File: src/hdl/mio_pkg.sv
// shared constants for the interrupt option and vector map block
package mio_pkg;
  // register byte offsets
  localparam logic [7:0] MIO_OFS_OPTION = 8'h00;
  localparam logic [7:0] MIO_OFS_CLOCK = 8'h04;
  localparam logic [7:0] MIO_OFS_STATE = 8'h08;
  localparam logic [7:0] MIO_OFS_IRQ_STATUS = 8'h0C;
  localparam logic [7:0] MIO_OFS_IRQ_MASK = 8'h10;
  // interrupt option fields
  localparam int MIO_BIT_LEVEL_EDGE = 6;
  localparam int MIO_BIT_EDGE_POL = 5;
  localparam int MIO_BIT_GLOBAL_EN = 4;
  localparam logic [7:0] MIO_OPTION_RST = 8'h00;
  // clock control field
  localparam int MIO_BIT_AUX_OSC = 0;
  localparam logic MIO_AUX_OSC_RST = 1'b0;
  // event status bits
  localparam int MIO_EVT_NMI = 0;
  localparam int MIO_EVT_PORT_A = 1;
  localparam int MIO_EVT_PORT_BC = 2;
  localparam int MIO_EVT_WAKE = 3;
  localparam int MIO_EVT_W = 4;
  localparam logic [3:0] MIO_EVT_RST = 4'h0;
  // vector fetch addresses, first byte of each pair
  localparam logic [11:0] MIO_VEC_NMI = 12'hFFC;
  localparam logic [11:0] MIO_VEC_PORT_A = 12'hFF6;
  localparam logic [11:0] MIO_VEC_PORT_BC = 12'hFF4;
  localparam logic [11:0] MIO_VEC_TIMER = 12'hFF2;
  localparam logic [11:0] MIO_VEC_CONV = 12'hFF0;
  localparam logic [11:0] MIO_VEC_RST = 12'h000;
  // synchronised pin lines
  localparam int MIO_LINE_NMI = 0;
  localparam int MIO_LINE_A = 1;
  localparam int MIO_LINE_BC = 2;
  localparam int MIO_LINES = 3;
  // ahb encodings
  localparam logic [1:0] MIO_HTRANS_NONSEQ = 2'b10;
  localparam logic [1:0] MIO_HTRANS_SEQ = 2'b11;
  localparam logic [1:0] MIO_HRESP_OKAY = 2'b00;
  // power states
  typedef enum logic [2:0] {
    MIO_RUN = 3'b001,
    MIO_WAIT = 3'b010,
    MIO_STOP = 3'b100
  } mio_pwr_t;
endpackage

File: src/hdl/mio_irq_option.sv
// interrupt option register, vector map, power modes and ahb-lite slave
// Function
// - level_edge_select 0: port A vector latches falling edges.
// - level_edge_select 1: port A vector follows low level, nothing stored.
// - edge_polarity_select bit 5: port B/C falling when 0, rising when 1.
// - global_irq_enable bit 4 gates all maskable requests, and the nmi only as a wake source.
// - nmi serviced with enable cleared, but then cannot end stop or wait.
// - port A requests use vector FF6h-FF7h and can end stop.
// - port B and C requests share vector FF4h-FF5h and can end stop.
// - any reset enters run state, never a power saving state.
// - in run, core and peripherals clocked from the main oscillator.
// - auxiliary oscillator may replace main one in run and wait.
// - each power saving state entered only by its own instruction.
// - auxiliary oscillator selected by setting its control bit.
// - option register written whole, reads return no stored value.
// - edge mode keeps one pending request until its service starts.
`timescale 1ns/1ps
`default_nettype none
module mio_irq_option
  import mio_pkg::*;
(
  // clock and reset
  input wire logic hclk,
  input wire logic hresetn,
  // ahb-lite slave
  input wire logic hsel,
  input wire logic [31:0] haddr,
  input wire logic [1:0] htrans,
  input wire logic hwrite,
  input wire logic [2:0] hsize,
  input wire logic [31:0] hwdata,
  input wire logic hready,
  output logic [31:0] hrdata,
  output logic hreadyout,
  output logic [1:0] hresp,
  // external pins, asynchronous
  input wire logic nmi_n,
  input wire logic port_a_line,
  input wire logic port_bc_line,
  // peripheral flags and their enables, same clock
  input wire logic timer_zero_flag,
  input wire logic timer_irq_en,
  input wire logic conv_done_flag,
  input wire logic conv_irq_en,
  // processor core
  input wire logic exec_wait,
  input wire logic exec_stop,
  input wire logic vec_ack,
  output logic irq_req,
  output logic irq_is_nmi,
  output logic [11:0] irq_vector,
  // clock control
  output logic main_osc_run,
  output logic aux_osc_run,
  output logic clk_sel_aux,
  output logic cpu_clk_run,
  output logic periph_clk_run,
  output logic [2:0] pwr_state,
  // interrupt
  output logic irq
);
  // option register fields, bits 7 and 3:0 are not stored
  logic level_edge_select_ff;
  logic edge_polarity_select_ff;
  logic global_irq_enable_ff;
  logic aux_low_freq_osc_ff;
  logic [3:0] evt_status_ff;
  logic [3:0] evt_mask_ff;
  logic [3:0] evt_set;
  logic nmi_latch_ff;
  logic a_latch_ff;
  logic bc_latch_ff;
  logic irq_req_ff;
  logic irq_is_nmi_ff;
  logic [11:0] irq_vector_ff;
  logic [11:0] nxt_vector;
  logic nxt_req;
  logic nxt_is_nmi;
  mio_pwr_t pwr_ff;
  mio_pwr_t nxt_pwr;
  // bus data-phase capture
  logic wr_pend_ff;
  logic [7:0] wr_addr_ff;
  logic [31:0] hrdata_ff;
  logic [31:0] nxt_rdata;
  logic addr_ok;
  // synchronised pins
  logic [MIO_LINES-1:0] pin_raw;
  logic [MIO_LINES-1:0] pin_lvl;
  logic [MIO_LINES-1:0] pin_rise;
  logic [MIO_LINES-1:0] pin_fall;
  // request terms
  logic a_req;
  logic bc_edge;
  logic timer_req;
  logic conv_req;
  logic any_maskable;
  logic nmi_ack;
  logic a_ack;
  logic bc_ack;
  logic stop_wake;
  logic wait_wake;
  logic opt_wr;

  assign pin_raw[MIO_LINE_NMI] = nmi_n;
  assign pin_raw[MIO_LINE_A] = port_a_line;
  assign pin_raw[MIO_LINE_BC] = port_bc_line;

  // one synchroniser per pin line
  genvar gi;
  generate
    for (gi = 0; gi < MIO_LINES; gi++)
    begin : g_sync
      mio_pin_sync u_sync
      (
        .hclk(hclk),
        .hresetn(hresetn),
        .pin(pin_raw[gi]),
        .level(pin_lvl[gi]),
        .rise(pin_rise[gi]),
        .fall(pin_fall[gi])
      );
    end
  endgenerate

  // ahb address phase decode; the slave never stalls
  assign addr_ok = hsel & hready & (htrans == MIO_HTRANS_NONSEQ | htrans == MIO_HTRANS_SEQ);
  assign hreadyout = 1'b1;
  assign hresp = MIO_HRESP_OKAY;
  assign hrdata = hrdata_ff;

  // capture write address for the data phase
  always_ff @(posedge hclk or negedge hresetn)
  begin
    if (!hresetn)
    begin
      wr_pend_ff <= 1'b0;
      wr_addr_ff <= 8'h00;
    end
    else
    begin
      wr_pend_ff <= addr_ok & hwrite;
      wr_addr_ff <= haddr[7:0];
    end
  end

  // read mux, sampled at the address phase so data stands in the data phase
  always_comb
  begin
    nxt_rdata = 32'h0000_0000;
    unique case (haddr[7:0])
      MIO_OFS_OPTION: nxt_rdata = 32'h0000_0000;
      MIO_OFS_CLOCK: nxt_rdata[MIO_BIT_AUX_OSC] = aux_low_freq_osc_ff;
      MIO_OFS_STATE: nxt_rdata = {21'h000000, irq_is_nmi_ff, irq_req_ff, bc_latch_ff,
                                  a_latch_ff, nmi_latch_ff, pwr_ff, global_irq_enable_ff,
                                  edge_polarity_select_ff, level_edge_select_ff};
      MIO_OFS_IRQ_STATUS: nxt_rdata[MIO_EVT_W-1:0] = evt_status_ff;
      MIO_OFS_IRQ_MASK: nxt_rdata[MIO_EVT_W-1:0] = evt_mask_ff;
      default: nxt_rdata = 32'h0000_0000;
    endcase
  end

  // read data register, unmapped reads return zero
  always_ff @(posedge hclk or negedge hresetn)
  begin
    if (!hresetn)
      hrdata_ff <= 32'h0000_0000;
    else if (addr_ok & ~hwrite)
      hrdata_ff <= nxt_rdata;
  end

  assign opt_wr = wr_pend_ff & (wr_addr_ff == MIO_OFS_OPTION);

  // option register: whole-byte write only, unused bits dropped
  always_ff @(posedge hclk or negedge hresetn)
  begin
    if (!hresetn)
    begin
      level_edge_select_ff <= MIO_OPTION_RST[MIO_BIT_LEVEL_EDGE];
      edge_polarity_select_ff <= MIO_OPTION_RST[MIO_BIT_EDGE_POL];
      global_irq_enable_ff <= MIO_OPTION_RST[MIO_BIT_GLOBAL_EN];
    end
    else if (opt_wr)
    begin
      level_edge_select_ff <= hwdata[MIO_BIT_LEVEL_EDGE];
      edge_polarity_select_ff <= hwdata[MIO_BIT_EDGE_POL];
      global_irq_enable_ff <= hwdata[MIO_BIT_GLOBAL_EN];
    end
  end

  // clock source control
  always_ff @(posedge hclk or negedge hresetn)
  begin
    if (!hresetn)
      aux_low_freq_osc_ff <= MIO_AUX_OSC_RST;
    else if (wr_pend_ff & (wr_addr_ff == MIO_OFS_CLOCK))
      aux_low_freq_osc_ff <= hwdata[MIO_BIT_AUX_OSC];
  end

  // service start of the vector now presented clears its latch
  assign nmi_ack = vec_ack & irq_req_ff & irq_is_nmi_ff;
  assign a_ack = vec_ack & irq_req_ff & ~irq_is_nmi_ff & (irq_vector_ff == MIO_VEC_PORT_A);
  assign bc_ack = vec_ack & irq_req_ff & ~irq_is_nmi_ff & (irq_vector_ff == MIO_VEC_PORT_BC);

  assign bc_edge = edge_polarity_select_ff ? pin_rise[MIO_LINE_BC] : pin_fall[MIO_LINE_BC];

  // request latches; a new edge in the ack cycle wins
  always_ff @(posedge hclk or negedge hresetn)
  begin
    if (!hresetn)
    begin
      nmi_latch_ff <= 1'b0;
      a_latch_ff <= 1'b0;
      bc_latch_ff <= 1'b0;
    end
    else
    begin
      nmi_latch_ff <= pin_fall[MIO_LINE_NMI] | (nmi_latch_ff & ~nmi_ack);
      a_latch_ff <= ~level_edge_select_ff &
                    (pin_fall[MIO_LINE_A] | (a_latch_ff & ~a_ack));
      bc_latch_ff <= bc_edge | (bc_latch_ff & ~bc_ack);
    end
  end

  assign a_req = level_edge_select_ff ? ~pin_lvl[MIO_LINE_A] : a_latch_ff;
  assign timer_req = timer_zero_flag & timer_irq_en;
  assign conv_req = conv_done_flag & conv_irq_en;
  assign any_maskable = a_req | bc_latch_ff | timer_req | conv_req;

  // fixed priority vector selection
  always_comb
  begin
    nxt_req = 1'b0;
    nxt_is_nmi = 1'b0;
    nxt_vector = MIO_VEC_RST;
    if (nmi_latch_ff)
    begin
      nxt_req = 1'b1;
      nxt_is_nmi = 1'b1;
      nxt_vector = MIO_VEC_NMI;
    end
    else if (global_irq_enable_ff)
    begin
      if (a_req)
      begin
        nxt_req = 1'b1;
        nxt_vector = MIO_VEC_PORT_A;
      end
      else if (bc_latch_ff)
      begin
        nxt_req = 1'b1;
        nxt_vector = MIO_VEC_PORT_BC;
      end
      else if (timer_req)
      begin
        nxt_req = 1'b1;
        nxt_vector = MIO_VEC_TIMER;
      end
      else if (conv_req)
      begin
        nxt_req = 1'b1;
        nxt_vector = MIO_VEC_CONV;
      end
    end
  end

  // registered request presented to the core
  always_ff @(posedge hclk or negedge hresetn)
  begin
    if (!hresetn)
    begin
      irq_req_ff <= 1'b0;
      irq_is_nmi_ff <= 1'b0;
      irq_vector_ff <= MIO_VEC_RST;
    end
    else
    begin
      irq_req_ff <= nxt_req;
      irq_is_nmi_ff <= nxt_is_nmi;
      irq_vector_ff <= nxt_vector;
    end
  end

  assign irq_req = irq_req_ff;
  assign irq_is_nmi = irq_is_nmi_ff;
  assign irq_vector = irq_vector_ff;

  // nmi wakes only with enable set
  assign stop_wake = (nmi_latch_ff | a_req | bc_latch_ff | timer_req) & global_irq_enable_ff;
  assign wait_wake = (nmi_latch_ff | any_maskable) & global_irq_enable_ff;

  // power state sequencing
  always_comb
  begin
    nxt_pwr = pwr_ff;
    unique case (pwr_ff)
      MIO_RUN:
        // entry by instruction only; refused while a request waits
        if (exec_stop & ~nxt_req)
          nxt_pwr = MIO_STOP;
        else if (exec_wait & ~nxt_req)
          nxt_pwr = MIO_WAIT;
      MIO_WAIT:
        if (wait_wake)
          nxt_pwr = MIO_RUN;
      MIO_STOP:
        if (stop_wake)
          nxt_pwr = MIO_RUN;
      default: nxt_pwr = MIO_RUN;
    endcase
  end

  always_ff @(posedge hclk or negedge hresetn)
  begin
    if (!hresetn)
      pwr_ff <= MIO_RUN;
    else
      pwr_ff <= nxt_pwr;
  end

  // clock gating from power state; stop halts both oscillators
  // main oscillator in run
  // aux replaces main in run and wait
  assign clk_sel_aux = aux_low_freq_osc_ff;
  assign aux_osc_run = aux_low_freq_osc_ff & (pwr_ff != MIO_STOP);
  assign main_osc_run = ~aux_low_freq_osc_ff & (pwr_ff != MIO_STOP);
  assign cpu_clk_run = (pwr_ff == MIO_RUN);
  assign periph_clk_run = (pwr_ff != MIO_STOP);
  assign pwr_state = pwr_ff;

  // sticky events, set wins over a write-one clear
  assign evt_set[MIO_EVT_NMI] = pin_fall[MIO_LINE_NMI];
  // port A falling edges are recorded in both sensing modes
  assign evt_set[MIO_EVT_PORT_A] = pin_fall[MIO_LINE_A];
  assign evt_set[MIO_EVT_PORT_BC] = bc_edge;
  assign evt_set[MIO_EVT_WAKE] = (pwr_ff != MIO_RUN) & (nxt_pwr == MIO_RUN);

  always_ff @(posedge hclk or negedge hresetn)
  begin
    if (!hresetn)
      evt_status_ff <= MIO_EVT_RST;
    else if (wr_pend_ff & (wr_addr_ff == MIO_OFS_IRQ_STATUS))
      evt_status_ff <= evt_set | (evt_status_ff & ~hwdata[MIO_EVT_W-1:0]);
    else
      evt_status_ff <= evt_set | evt_status_ff;
  end

  // event mask
  always_ff @(posedge hclk or negedge hresetn)
  begin
    if (!hresetn)
      evt_mask_ff <= MIO_EVT_RST;
    else if (wr_pend_ff & (wr_addr_ff == MIO_OFS_IRQ_MASK))
      evt_mask_ff <= hwdata[MIO_EVT_W-1:0];
  end

  // level interrupt, high while any unmasked event is set
  assign irq = |(evt_status_ff & evt_mask_ff);
endmodule
`default_nettype wire

File: src/hdl/mio_pin_sync.sv
// two-stage synchroniser for one pin line with edge pulses
`timescale 1ns/1ps
`default_nettype none
module mio_pin_sync
(
  // clock and reset
  input wire logic hclk,
  input wire logic hresetn,
  // raw pin
  input wire logic pin,
  // synchronised level and edges
  output logic level,
  output logic rise,
  output logic fall
);
  logic meta_ff;
  logic sync_ff;
  logic prev_ff;

  // first stage feeds only the second; pins idle high (pull-up)
  always_ff @(posedge hclk or negedge hresetn)
  begin
    if (!hresetn)
    begin
      meta_ff <= 1'b1;
      sync_ff <= 1'b1;
      prev_ff <= 1'b1;
    end
    else
    begin
      meta_ff <= pin;
      sync_ff <= meta_ff;
      prev_ff <= sync_ff;
    end
  end

  // edges seen on the synchronised level only
  assign level = sync_ff;
  assign rise = sync_ff & ~prev_ff;
  assign fall = ~sync_ff & prev_ff;
endmodule
`default_nettype wire

File: config.mk
export PLATFORM = sky130hd
export DESIGN_NAME = mio_irq_option
export DESIGN_NICKNAME = d
export VERILOG_FILES = /design/src/hdl/mio_pkg.sv /design/src/hdl/mio_irq_option.sv /design/src/hdl/mio_pin_sync.sv
export SDC_FILE = /design/constraint.sdc
export NUM_CORES = 1
export LEC_CHECK = 0
export BUFFER_PORTS_ARGS = -buffer_cell sky130_fd_sc_hd__buf_2
export CORE_MARGIN = 2
export CORE_UTILIZATION = 48
export CTS_BUF_LIST = sky130_fd_sc_hd__clkbuf_2 sky130_fd_sc_hd__clkbuf_4 sky130_fd_sc_hd__clkbuf_8
export DETAILED_ROUTE_END_ITERATION = 7
export PLACE_DENSITY = 0.95
export SLEW_MARGIN = 20
export SYNTH_ARGS = -nofsm -noshare
export SYNTH_HDL_FRONTEND = slang
export SYNTH_SLANG_ARGS = --single-unit
export TNS_END_PERCENT = 5
File: constraint.sdc
create_clock -name hclk -period 4.4 [get_ports hclk]
set_clock_uncertainty 0.1 [all_clocks]
set_input_delay 0.44 -clock hclk [delete_from_list [all_inputs] [get_ports hclk]]
set_output_delay 0.44 -clock hclk [all_outputs]
set_load 0.05 [all_outputs]
Word-level counts from Yosys, hierarchy flattened

Index checks and enable logic that the tools add are counted.
W data, S select, Z words.

Logic and storage cells: 126
Register bits: 82
RAM bits: 0
Input port bits: 84
Memories kept: 0
ROM bits: 0
Latch bits: 0
Output and inout bits: 58

Order comparisons: 0
Equal/unequal tests: 17
Reduce and logical (&&, ||, !) cells: 2
Multiply operators: 0
Bitwise gates (word level): 58
Add/sub/neg operators: 0
Shifts and indexed selects: 0
Multiplexer cells: 24
Divide/modulo/power cells: 0

Operator list:

| cell                   | number |
|---|---|
| $mux W12               | 6 |
| $and A1 B1 Y1          | 30 |
| $eq A12 B12 Y1 const B | 2 |
| $eq A8 B4 Y1 const B   | 3 |
| $pmux W3 S3            | 2 |
| $eq A8 B3 Y1 const B   | 2 |
| $eq A8 B5 Y1 const B   | 2 |
| $mux W3                | 4 |
| $not A1 Y1             | 12 |
| $or A1 B1 Y1           | 11 |
| $mux W1                | 9 |
| $and A4 B4 Y4          | 2 |
| $logic_not A8 Y1       | 1 |
| $or A4 B4 Y4           | 2 |
| $mux W7                | 1 |
| $eq A3 B1 Y1 const B   | 2 |
| $eq A2 B2 Y1 const B   | 2 |
| $mux W4                | 1 |
| $not A4 Y4             | 1 |
| $pmux W1 S4            | 1 |
| $reduce_or A4 Y1       | 1 |
| $eq A3 B2 Y1 const B   | 1 |
| $eq A3 B3 Y1 const B   | 1 |
| $ne A3 B1 Y1 const B   | 1 |
| $ne A3 B3 Y1 const B   | 1 |

Depth between registers and ports, before layout

Depth in word-level cells: 16
Gate-level depth with buffers: 5
Gate-level depth less buffers: 5

Cells and area by module

Synthesis repeated with hierarchy kept, for this count alone.

Cell total of the unflattened synthesis: 203
Area total of the unflattened synthesis: 2388.5 sq um

By module, submodules not included:

| module         | times used | area each (sq um) | cells each | seq. area each (sq um) |
|---|---|---|---|---|
| mio_irq_option | 1          | 2107.0            | 188        | 1052.3 |
| mio_pin_sync   | 3          | 93.8              | 5          | 78.8 |

Worst setup path after synthesis

OpenSTA, ideal clock, no wires.

Kind: register -> register
Start point: register pwr_ff[0], in the netlist pwr_state[0]
End point: register pwr_ff[0], in the netlist pwr_state[0]
Library setup time: 71 ps
Cell stages (with the launch flop): 4
Path buffers: 0
Period minus slack after synthesis: 2703 ps
Slack: 1697 ps
Data arrival time: 2532 ps
Cell sequence: dfstp_2 nor3b_1 o21ai_0 nand3_1

Elaborated cells on any way between the ends: 8
Those cells by class: eq/ne: 3; mux: 5

RTL lines:

| element                  | RTL line              | RTL |
|---|---|---|
| start: declaration       | mio_irq_option.sv:79  | `mio_pwr_t pwr_ff;` |
| start signal: assignment | mio_irq_option.sv:318 | `pwr_ff <= nxt_pwr;` |
| $eq A3 B1 Y1             | n/a                   |  |
| via cpu_clk_run          | mio_irq_option.sv:56  | `output logic cpu_clk_run,` |
| $pmux W3 S3              | mio_irq_option.sv:296 | `unique case (pwr_ff)` |
| via nxt_pwr[0]           | mio_irq_option.sv:80  | `mio_pwr_t nxt_pwr;` |

The timed path passes the listed nets, and every way through them passes these cells.
A chain may end at the register's enable or synchronous reset.

Worst setup path after layout

Start point: register pwr_ff[0], in the netlist pwr_state[0]
End point: output port cpu_clk_run

Longest elaborated chain between the ends: 1

RTL lines:

| element          | RTL line              | RTL |
|---|---|---|
| $eq A3 B1 Y1     | mio_irq_option.sv:327 | `assign cpu_clk_run = (pwr_ff == MIO_RUN);` |
| end: declaration | mio_irq_option.sv:56  |  |

Every way passes these cells.

==> key figures <==
Drt
  • Via count: 1,604
  • Routed len/inst: 13.9 um
  • Iter 0 DRT Violations: 62
  • DR DRC count: 0
  • DR vias/cell: 5.00
  • Total wire length: 4460 um
  • Post-route ant nets: 0
  • First-pass iteration count of the detailed router: 4

Synthesis
  • Avg Inst Size Synth: 12.0 um2
  • Mapped cell area: 2370 um2
  • FF+latch count, synth: 51
  • Top cells by area, synth: dfrtp_1 (43%), dfstp_2 (11%), buf_4 (11%)
  • Area leader, netlist: dfrtp_1
  • Part of the Yosys area used for sequential elements: 0.544
  • Synth top area share: 0.433
  • Warning count from the yosys run: 0
  • Post-synthesis cell count: 197
  • Synth cell types: 43

Layout
  • Commonest non-fill, non-tap cells in the layout: buf_2 (62), dfrtp_1 (41), conb_1 (25)
  • Area delta synth->final: 13.8%
  • Commonest non-fill, non-tap cell in the layout: buf_2
  • Post-Layout Cell Count: 321
  • # nets final: 337
  • Fraction of layout cells with a size suffix above 1: 0.382
  • Ant diodes: 0

Clock tree
  • Clock root buffer master: clkbuf_8
  • CTS Buffer Depth: 2
  • CTS Hold Bufs: 0
  • Clock Sinks: 51
  • H-tree depth: 2
  • Num CTS Buffers: 5
  • TritonCTS clock tree: built
  • Clock Latency Late Sink: 0.30 ns
  • Post-CTS Resized: 0
  • # Post-CTS Setup Buffers: 0
  • Clock slew at reported path FFs: 0.08 ns

Placed design
  • IO Port Bufs: 63
  • Detailed Place HPWL: 3460 um
  • GP Congestion: 0.829
  • Inst Count DP: 313

Worst setup path
  • R2R depth: 4
  • Critical path launch point: pwr_state[0]
  • Worst path required time: 3.86 ns
  • Reg2reg setup slack: 2.42 ns
  • CP endpoint: cpu_clk_run
  • Crit Path Max Fanout: 7
  • Critical path class: reg2out
  • Crit path launch type: flip-flop
  • Crit end category: output port
  • Worst R2R End: evt_status_ff[2]
  • Crit path DAT: 1.79 ns
  • Worst reg2reg path startpoint: wr_addr_ff[5]

Timing
  • Final Hold Viols: 0
  • Fmax achieved: 428 MHz
  • # setup viols final: 0
  • Hold slack: 0.0422 ns
  • RSZ-0062 raised after global routing: false
  • Tmin final: 2.33 ns
  • Max-slew headroom: 0.595
  • Sum Neg Setup Slack: 0 ns
  • Final period util: 0.530
  • Worst-Margin Slew: 0.608 ns
  • Slew Limit Fails: 0

GRT
  • Total GRT Usage: 0.167
  • First-pass GRT wire length: 6670 um
  • Largest net degree at the start of global routing: 52
  • Vias in the first global route: 1,449
  • Antenna violations before repair: 0
  • Overflow after GRT: 0

Floorplanning
  • CORE AREA: 4750 um2
  • Die Ht: 74.2 um
  • IO Count: 142
  • FP Rows: 25
  • Die Width: 74.2 um
  • Initial core utilization: 0.498
  • Die area: 5510 um2

Power
  • Switching part of the total: 0.393
  • Clock Power Share: 0.252
  • Power Internal: 777 uW
  • Seq pwr share: 0.433
  • Gate power share: 0.315
  • Power density over the cells: 476 nW/um2
  • Static leakage: 1.29 nW
  • Maximum VDD drop: 0.234 mV
  • Switching pwr: 504 uW
  • Overall power: 1.28 mW

Run
  • Max cap viols: 0

Min path
  • Hold Crit Class: in2async

Outcome
  • Outcome: finished clean
cell usage after synthesis (all sizes together):
library cell and n:
a31oi 3, nor2 6, nor4 1, o2bb2a 1, nand3 4, nor4b 2, mux2i 5, dfstp 10
inv 3, buf 35, nand3b 2, a21o 2, clkbuf 2, mux2 8, or4b 1, nand2 11
and2 2, and4 1, a221o 2, conb 2, a21bo 1, a22o 12, a21oi 4, nor3 2
or3b 2, nand2b 4, or4 1, nor2b 3, o21ai 8, or3 2, dfrtp 41, a41oi 1
nand4b 2, nor3b 4, a22oi 2, a211oi 2, and3b 1, nand4 1, nor4bb 1
power by group through the flow:
stage	registers (mW)	clock network (mW)	logic, mW
after floorplan	0.615	0	0.303
after global placement	0.561	0	0.395
after detailed placement	0.564	0	0.403
after CTS	0.555	0.334	0.403
after global routing	0.563	0.354	0.424
final	0.555	0.323	0.404
layer usage:
metal	track usage	share of wire	up-vias
met1	0.200	0.42	766
met4	0.0714	0.019	0
li1	-	-	767
met3	0.0691	0.070	10
met2	0.268	0.49	61
met5	0	0	-
through the flow:
step,instance area [um2],util,setup WS (ns)
3_3_place_gp,2580,0.542,2.25
5_1_grt,2700,0.567,1.97
6_report,2700,0.567,2.07
2_1_floorplan,2450,-,1.70
3_5_place_dp,2580,0.542,2.21
4_1_cts,2690,0.566,2.08
cell type report:
| cell class | count | area (um2) |
|---|---|---|
| Inverter | 3 | 11.3 |
| Fill cell | 402 | 2060 |
| Clock inverter | 1 | 30.0 |
| Multi-Input combinational cell | 129 | 880 |
| Clock buffer | 7 | 83.8 |
| Sequential cell | 51 | 1290 |
| Tap cell | 67 | 83.8 |
| Timing Repair Buffer | 63 | 318 |
sequential cells by signal, indices dropped and copies added (netlist names):
register and cells:
hrdata 11, wr_addr_ff 8, evt_mask_ff 4, evt_status_ff 4, g_sync.u_sync.level 3, g_sync.u_sync.meta_ff 3
g_sync.u_sync.prev_ff 3, irq_vector 3, pwr_state 3, a_latch_ff 1, bc_latch_ff 1, clk_sel_aux 1
edge_polarity_select_ff 1, global_irq_enable_ff 1, irq_req 1, level_edge_select_ff 1, nmi_latch_ff 1, wr_pend_ff 1
how the worst min path moves through the flow:
stage	to	cells past startpoint	from	slack [ns]
2_1_floorplan	a_latch_ff	0	hresetn	0.04
3_3_place_gp	g_sync[1].u_sync.level	0	g_sync[1].u_sync.meta_ff	0.25
3_5_place_dp	g_sync[0].u_sync.level	0	g_sync[0].u_sync.meta_ff	0.25
4_1_cts	g_sync[0].u_sync.meta_ff	1	nmi_n	0.11
5_1_grt	irq_vector[1]	1	hresetn	0.08
6_report	irq_vector[2]	1	hresetn	0.04
critical path: stages (launching register included):
cell     delay (ns)
dfstp_2        0.59
nor3b_1        0.53
buf_2          0.37
cells by family (layout without fill, tap and decap cells):
kind of cell,after synthesis,after routing,synth area share
AO/OA/AOI/OAI,38,38,0.117
buffers and inverters,40,74,0.121
flip-flops,51,51,0.544
multiplexers,13,13,0.0592
other,2,25,0.00317
AND/OR/NAND/NOR,53,53,0.155
Note: power is estimated with default switching activity, not from simulation.
